`config.mk`:
```
export PLATFORM = sky130hd
export DESIGN_NAME = sclu_uart
export DESIGN_NICKNAME = d
export VERILOG_FILES = /design/src/rtl/sclu_pkg.sv /design/src/rtl/sclu_bit_timer.sv /design/src/rtl/sclu_uart.sv
export SDC_FILE = /design/constraint.sdc
export NUM_CORES = 1
export LEC_CHECK = 0
export BUFFER_PORTS_ARGS = -buffer_cell sky130_fd_sc_hd__buf_4
export CAP_MARGIN = 25
export CORE_MARGIN = 10
export CORE_UTILIZATION = 40
export CTS_CLUSTER_DIAMETER = 100
export DETAILED_ROUTE_END_ITERATION = 8
export PLACE_DENSITY = 0.67
export SKIP_CTS_REPAIR_TIMING = 1
export SYNTH_ARGS = -nofsm -noshare
export SYNTH_HDL_FRONTEND = slang
export SYNTH_HIERARCHICAL = 1
export SYNTH_SLANG_ARGS = --single-unit
```
`constraint.sdc`:
```
create_clock -name core_clk -period 4.37 [get_ports core_clk]
set_clock_uncertainty 0.15 [all_clocks]
set_input_delay 0.6555 -clock core_clk [delete_from_list [all_inputs] [get_ports core_clk]]
set_output_delay 0.6555 -clock core_clk [all_outputs]
set_load 0.03 [all_outputs]
```
`src/rtl/sclu_pkg.sv`:
```
// constants shared by the current-loop serial block
package sclu_pkg;
  localparam int unsigned CLK_HZ           = 125000000;
  localparam logic [15:0] VEC_RX           = 16'h0020;
  localparam logic [15:0] VEC_TX           = 16'h0028;
  localparam logic [2:0]  IRQ_NUM_RX       = 3'h4;
  localparam logic [2:0]  IRQ_NUM_TX       = 3'h5;
  localparam logic [7:0]  RATE_CODE_RESET  = 8'h00;
  localparam int unsigned RATE_SEL_LSB     = 0;
  localparam int unsigned RATE_SEL_W       = 7;
  localparam int unsigned STOP_SEL_BIT     = 7;
  localparam int unsigned DATA_BITS        = 8;
  localparam logic        LINE_IDLE        = 1'b1;
  localparam logic [1:0]  MASK_RESET       = 2'h0;
  // divisor per bit is (rate field + 1) * BIT_UNIT cycles
  localparam int unsigned BIT_UNIT         = 16;
endpackage

```
`src/rtl/sclu_bit_timer.sv`:
```
// bit-period counter: divisor from rate field, restartable
`timescale 1ns/1ps
`default_nettype none
module sclu_bit_timer #(
  parameter int unsigned W = 12
) (
  input  wire logic         core_clk,
  input  wire logic         rst_b,
  input  wire logic         restart,
  input  wire logic [W-1:0] period,
  output logic              half_tick,
  output logic              full_tick
);
  logic [W-1:0] count;
  logic [W-1:0] next_count;

  assign full_tick  = (count == period);
  assign half_tick  = (count == {1'b0, period[W-1:1]});
  assign next_count = (restart || full_tick) ? '0 : count + 1'b1;

  always_ff @(posedge core_clk) begin
    if (!rst_b) begin
      count <= '0;
    end else begin
      count <= next_count;
    end
  end
endmodule
`default_nettype wire

```
`src/rtl/sclu_uart.sv`:
```
// current-loop serial transmitter and receiver with request latches
// Contract
// - receiver frames by start and stop bits, stores character in holding buffer
// - new received character sets the receive-loaded flag
// - loaded flag requests vector 0020 when unmasked and nothing higher pending
// - reading the receive buffer clears the loaded flag
// - eight-bit rate code picks bit rate and stop-bit count
// - transmit write places character in transmit holding buffer
// - shifter adds start and stop bits, shifts at programmed rate alone
// - empty transmit buffer raises empty flag and requests interrupt
// - transmit request is number 5, vector 0028, below receive number 4
// - request reaches cpu only if mask bit set; latched while masked
`timescale 1ns/1ps
`default_nettype none
module sclu_uart #(
  parameter int unsigned TW = 12
) (
  input  wire logic        core_clk,
  input  wire logic        rst_b,
  input  wire logic        write_rate_code,
  input  wire logic        write_transmit_char,
  input  wire logic [7:0]  wr_data,
  input  wire logic        rx_read,
  input  wire logic [1:0]  irq_mask,
  input  wire logic        higher_pending,
  input  wire logic        serial_in_plus,
  output logic             serial_out_plus,
  output logic             serial_out_minus,
  output logic [7:0]       rx_data,
  output logic             rx_loaded,
  output logic             tx_empty,
  output logic             serial_irq,
  output logic [2:0]       irq_num,
  output logic [15:0]      irq_vector,
  output logic [7:0]       rate_code
);
  typedef enum logic [1:0] {SCLU_IDLE, SCLU_START, SCLU_DATA, SCLU_STOP} sclu_state_t;

  localparam int unsigned RATE_SEL_W = sclu_pkg::RATE_SEL_W;
  // period from rate field; limited width keeps divider small
  function automatic logic [TW-1:0] sclu_period(input logic [7:0] code);
    logic [TW-1:0] p;
    p = TW'((32'(code[RATE_SEL_W-1:0]) + 32'd1) * sclu_pkg::BIT_UNIT - 32'd1);
    return p;
  endfunction

  logic [TW-1:0] period;
  logic          two_stops;

  always_ff @(posedge core_clk) begin
    if (!rst_b) begin
      rate_code <= sclu_pkg::RATE_CODE_RESET;
    end else if (write_rate_code) begin
      rate_code <= wr_data;
    end
  end
  assign period    = sclu_period(rate_code);
  assign two_stops = rate_code[sclu_pkg::STOP_SEL_BIT];

  // pin input passes two flops before use
  logic rx_meta;
  logic rx_sync;
  always_ff @(posedge core_clk) begin
    if (!rst_b) begin
      rx_meta <= sclu_pkg::LINE_IDLE;
      rx_sync <= sclu_pkg::LINE_IDLE;
    end else begin
      rx_meta <= serial_in_plus;
      rx_sync <= rx_meta;
    end
  end

  // ---------------- receiver
  sclu_state_t rx_state;
  logic [2:0]  rx_bit;
  logic [7:0]  rx_shift;
  logic        rx_half;
  logic        rx_full;
  logic        rx_restart;
  logic        rx_done;

  // restart on start edge so half tick lands mid start bit
  assign rx_restart = (rx_state == SCLU_IDLE) && !rx_sync;
  sclu_bit_timer #(.W(TW)) u_rx_timer (
    .core_clk  (core_clk),
    .rst_b     (rst_b),
    .restart   (rx_restart),
    .period    (period),
    .half_tick (rx_half),
    .full_tick (rx_full)
  );

  // samples happen at half ticks, i.e. centre of each bit
  // start/stop framing
  assign rx_done = (rx_state == SCLU_STOP) && rx_half && rx_sync;

  always_ff @(posedge core_clk) begin
    if (!rst_b) begin
      rx_state <= SCLU_IDLE;
      rx_bit   <= 3'h0;
      rx_shift <= 8'h00;
    end else begin
      case (rx_state)
        SCLU_IDLE: begin
          if (!rx_sync) begin
            rx_state <= SCLU_START;
          end
        end
        SCLU_START: begin
          // glitch shorter than half a bit is dropped
          if (rx_half) begin
            rx_state <= rx_sync ? SCLU_IDLE : SCLU_DATA;
            rx_bit   <= 3'h0;
          end
        end
        SCLU_DATA: begin
          if (rx_half) begin
            rx_shift <= {rx_sync, rx_shift[7:1]};
            rx_bit   <= rx_bit + 3'h1;
            if (rx_bit == 3'h7) begin
              rx_state <= SCLU_STOP;
            end
          end
        end
        SCLU_STOP: begin
          // bad stop bit discards the character
          if (rx_half) begin
            rx_state <= SCLU_IDLE;
          end
        end
        default: rx_state <= SCLU_IDLE;
      endcase
    end
  end

  // loaded flag, set wins over read
  always_ff @(posedge core_clk) begin
    if (!rst_b) begin
      rx_data   <= 8'h00;
      rx_loaded <= 1'b0;
    end else if (rx_done) begin
      rx_data   <= rx_shift;
      rx_loaded <= 1'b1;
    end else if (rx_read) begin
      rx_loaded <= 1'b0;
    end
  end

  // ---------------- transmitter
  sclu_state_t tx_state;
  logic [7:0]  tx_hold;
  logic        tx_hold_full;
  logic [7:0]  tx_shift;
  logic [2:0]  tx_bit;
  logic        tx_stop2;
  logic        tx_full;
  logic        tx_take;
  logic        tx_line;

  sclu_bit_timer #(.W(TW)) u_tx_timer (
    .core_clk  (core_clk),
    .rst_b     (rst_b),
    .restart   (tx_take),
    .period    (period),
    .half_tick (),
    .full_tick (tx_full)
  );

  // shifter pulls from holding buffer when idle
  assign tx_take = (tx_state == SCLU_IDLE) && tx_hold_full;

  // holding buffer load; a write while full overwrites
  always_ff @(posedge core_clk) begin
    if (!rst_b) begin
      tx_hold      <= 8'h00;
      tx_hold_full <= 1'b0;
    end else if (write_transmit_char) begin
      tx_hold      <= wr_data;
      tx_hold_full <= 1'b1;
    end else if (tx_take) begin
      tx_hold_full <= 1'b0;
    end
  end

  assign tx_empty = !tx_hold_full;

  always_ff @(posedge core_clk) begin
    if (!rst_b) begin
      tx_state <= SCLU_IDLE;
      tx_shift <= 8'h00;
      tx_bit   <= 3'h0;
      tx_stop2 <= 1'b0;
    end else begin
      case (tx_state)
        SCLU_IDLE: begin
          if (tx_take) begin
            tx_shift <= tx_hold;
            tx_state <= SCLU_START;
            tx_bit   <= 3'h0;
            tx_stop2 <= two_stops;
          end
        end
        SCLU_START: begin
          if (tx_full) begin
            tx_state <= SCLU_DATA;
          end
        end
        SCLU_DATA: begin
          if (tx_full) begin
            tx_shift <= {1'b0, tx_shift[7:1]};
            tx_bit   <= tx_bit + 3'h1;
            if (tx_bit == 3'h7) begin
              tx_state <= SCLU_STOP;
            end
          end
        end
        SCLU_STOP: begin
          if (tx_full) begin
            if (tx_stop2) begin
              tx_stop2 <= 1'b0;
            end else begin
              tx_state <= SCLU_IDLE;
            end
          end
        end
        default: tx_state <= SCLU_IDLE;
      endcase
    end
  end

  // low start, data, high stop and idle
  assign tx_line = (tx_state == SCLU_START) ? 1'b0 :
                   (tx_state == SCLU_DATA)  ? tx_shift[0] : sclu_pkg::LINE_IDLE;

  always_ff @(posedge core_clk) begin
    if (!rst_b) begin
      serial_out_plus  <= sclu_pkg::LINE_IDLE;
      serial_out_minus <= ~sclu_pkg::LINE_IDLE;
    end else begin
      serial_out_plus  <= tx_line;
      serial_out_minus <= ~tx_line;
    end
  end

  // ---------------- requests
  logic rx_req;
  logic tx_req;
  assign rx_req = rx_loaded && irq_mask[0];
  assign tx_req = tx_empty && irq_mask[1];

  // receive request, number 4 wins over 5
  always_ff @(posedge core_clk) begin
    if (!rst_b) begin
      serial_irq <= 1'b0;
      irq_num    <= 3'h0;
      irq_vector <= 16'h0000;
    end else begin
      serial_irq <= (rx_req || tx_req) && !higher_pending;
      irq_num    <= rx_req ? sclu_pkg::IRQ_NUM_RX : sclu_pkg::IRQ_NUM_TX;
      irq_vector <= rx_req ? sclu_pkg::VEC_RX : sclu_pkg::VEC_TX;
    end
  end
endmodule
`default_nettype wire

```
==> impl_metrics.json <==
{
  "power_switching_share_pct": 30.73,
  "ir_worst_vdd_v": 0.0002462,
  "internal_power_mw": 1.457,
  "place_congestion": 0.7724,
  "cts_tree": "yes",
  "remaining_drc_errors": 0,
  "netSwitchingPower_mw": 0.6462,
  "cp_top_family": "simple AND/OR/NAND/NOR gates",
  "dpl_cell_area_um2": 4918,
  "core_area_um2": 11420,
  "crit_path_top_delay_cell": "or4_1",
  "drt_wl_total_um": 8833,
  "track_usage_pct": 10.83,
  "finalSetupViolCount": 0,
  "vias": 3164,
  "die_h_um": 128.0,
  "cap_violations": 0,
  "hold_violations": 0,
  "drive_above_1_share_pct": 20.61,
  "relSlewSlack_pct": 41.24,
  "required_ns": 4.42,
  "clockBufferDepth": 2,
  "netlist_area_um2": 4667,
  "drv_slew": 0,
  "h-tree-depth": 3,
  "fin_crit_ns": 4.016,
  "die_w_um": 128.0,
  "syn_area_per_cell_um2": 9.563,
  "critical_path.cell_chain": "ha_1 -> and3_1 -> nand3_1 -> o21a_1 -> o22ai_2 -> xor2_1 -> xor2_1 -> or4_1 -> nor3_2 -> nand3b_1 -> mux2i_1 -> nor2_1",
  "root_buffer": "clkbuf_16",
  "combPwrFrac_pct": 24.2,
  "regToRegStartpoint": "rate_code[0]$_SDFFE_PN0P_",
  "synthCells": 488,
  "routedWlPerCell_um": 13.24,
  "io_buffers": 41,
  "nNetsFinal": 548,
  "grt_max_degree": 38,
  "hpwl_um": 6565,
  "p_per_area_nw_per_um2": 403.3,
  "clock_latency_ns": 0.33,
  "clock-sinks": 84,
  "path_class": "flop to flop",
  "pin_count": 57,
  "dr.pass1.iters": 4,
  "cpMostUsedCell": "xor2_1",
  "fin_crit_sh_pct": 91.89,
  "initial_utilization_pct": 40.87,
  "drtIter0Drc": 122,
  "min_from": "rx_meta$_SDFF_PN1_",
  "crit_path_max_incr_delay_ns": 0.50,
  "grt_pass1_vias": 3130,
  "final_cell_area_um2": 5215,
  "seq_power_share_pct": 41.5,
  "critPathBufInv": 0,
  "antenna_found_initial": 0,
  "grt_pass1_wl_um": 14900,
  "crit_start": "rate_code[0]$_SDFFE_PN0P_",
  "n_antenna_cell": 0,
  "yosysWarnings": 6,
  "ant_nets": 0,
  "clkTransAtPathRegs_ns": 0.06,
  "rsz0062_at_grt": "false",
  "p_leak_nw": 2.067,
  "cts_buffers": 9,
  "status": "completed",
  "n_fill_cell": 1078,
  "syn_to_final_growth_pct": 11.74,
  "fmax_mhz": 249.0,
  "tightest_slew_ns": 0.8751,
  "power_frac_clock_pct": 34.3,
  "crit_fanout": 8,
  "cp.arrival_ns": 4.06,
  "viasPerCell": 4.744,
  "grt_overflow": 0,
  "start_kind": "flop",
  "cp-end-kind": "flop",
  "final.setup.tns_ns": 0,
  "die_area_um2": 16390,
  "rows": 39,
  "hold_path.class": "flop to flop"
}
[metrics by stage]
stage | total power [mW] | setup slack, ns | std cells | hold WS [ns] | util (%)
2_1_floorplan | 1.316 | 0.5667 | 512 | 0.2363 | -
5_1_grt | 2.220 | 0.009634 | 667 | 0.2803 | 45.67
3_5_place_dp | 1.400 | 0.3856 | 651 | 0.2437 | 43.07
3_3_place_gp | 1.389 | 0.4952 | 651 | 0.2422 | 43.07
6_report | 2.103 | 0.3543 | 667 | 0.2565 | 45.67
4_1_cts | 2.131 | 0.3456 | 667 | 0.2580 | 45.61
[metal layers]
metal / vias up / GRT usage (%) / wire (um)
met5: - / 0 / 0
met4: 0 / 2.252 / 41
met3: 4 / 3.929 / 499
met2: 51 / 18.28 / 4312
met1: 1470 / 12.88 / 3979
li1: 1639 / - / -
[worst paths after layout]
check,end,depth (start not counted),slack [ns]
worst min register to register,rx_sync$_SDFF_PN1_,1,0.26
worst max-delay path,rx_shift[3]$_SDFFE_PN0P_,12,0.35
worst max register to register,rx_shift[3]$_SDFFE_PN0P_,12,0.35
worst min-delay path,rx_sync$_SDFF_PN1_,1,0.26
[layout by cell type (no fill, tap or decap), types with 3 or more instances in the layout]
master,count
dfxtp_1,84
buf_4,45
xnor2_1,43
nand2_1,39
nor2_1,35
mux2i_1,33
conb_1,26
nor2b_1,22
nor2_2,20
nand3_1,16
xor2_1,13
a21oi_1,12
ha_1,12
inv_1,11
nor3_1,10
clkbuf_16,9
and3_1,7
nand4_1,6
a22oi_1,6
xnor2_4,6
nand2b_1,5
xnor2_2,5
a211oi_1,4
o21ai_0,4
o211a_1,4
nand4_2,4
o21ai_1,3
o21a_1,3
clkinv_4,3
[worst register-to-register path, cell delays in order, from the launching register on]
cell	delay [ns]
dfxtp_1	0.33
ha_1	0.29
and3_1	0.34
nand3_1	0.11
o21a_1	0.13
o22ai_2	0.12
xor2_1	0.49
xor2_1	0.13
or4_1	0.50
nor3_2	0.44
nand3b_1	0.49
mux2i_1	0.28
nor2_1	0.07
[power by group through the flow]
| stage | clock network, mW | logic (mW) | registers [mW] |
|---|---|---|---|
| after detailed placement | 0 | 0.510 | 0.890 |
| after floorplan | 0 | 0.421 | 0.895 |
| after CTS | 0.745 | 0.512 | 0.874 |
| after global placement | 0 | 0.500 | 0.888 |
| final | 0.721 | 0.508 | 0.874 |
| after global routing | 0.775 | 0.562 | 0.883 |
[flip-flops by register name, summed over array words and instances, names as in the netlist, 2 cells and up, named ones only]
| name | cells |
|---|---|
| irq_vector | 2 |
| tx_hold | 8 |
| rx_shift | 8 |
| rx_bit | 3 |
| u_rx_timer/count | 12 |
| tx_bit | 3 |
| u_tx_timer/count | 12 |
| rx_data | 8 |
| rate_code | 8 |
| tx_state | 2 |
| tx_shift | 8 |
[area by class of cell]
cell class                 count  area, um^2  area share (%)
clock buffer                  11       252.7           4.846
timing repair buffer          45       337.8           6.478
inverter                      12       45.04          0.8637
tap                          143       178.9           3.431
multi-input combinational    367        2683           51.44
sequential                    84        1682           32.25
clock inverter                 5       36.28          0.6958
Note: power is estimated with default switching activity, not from simulation.
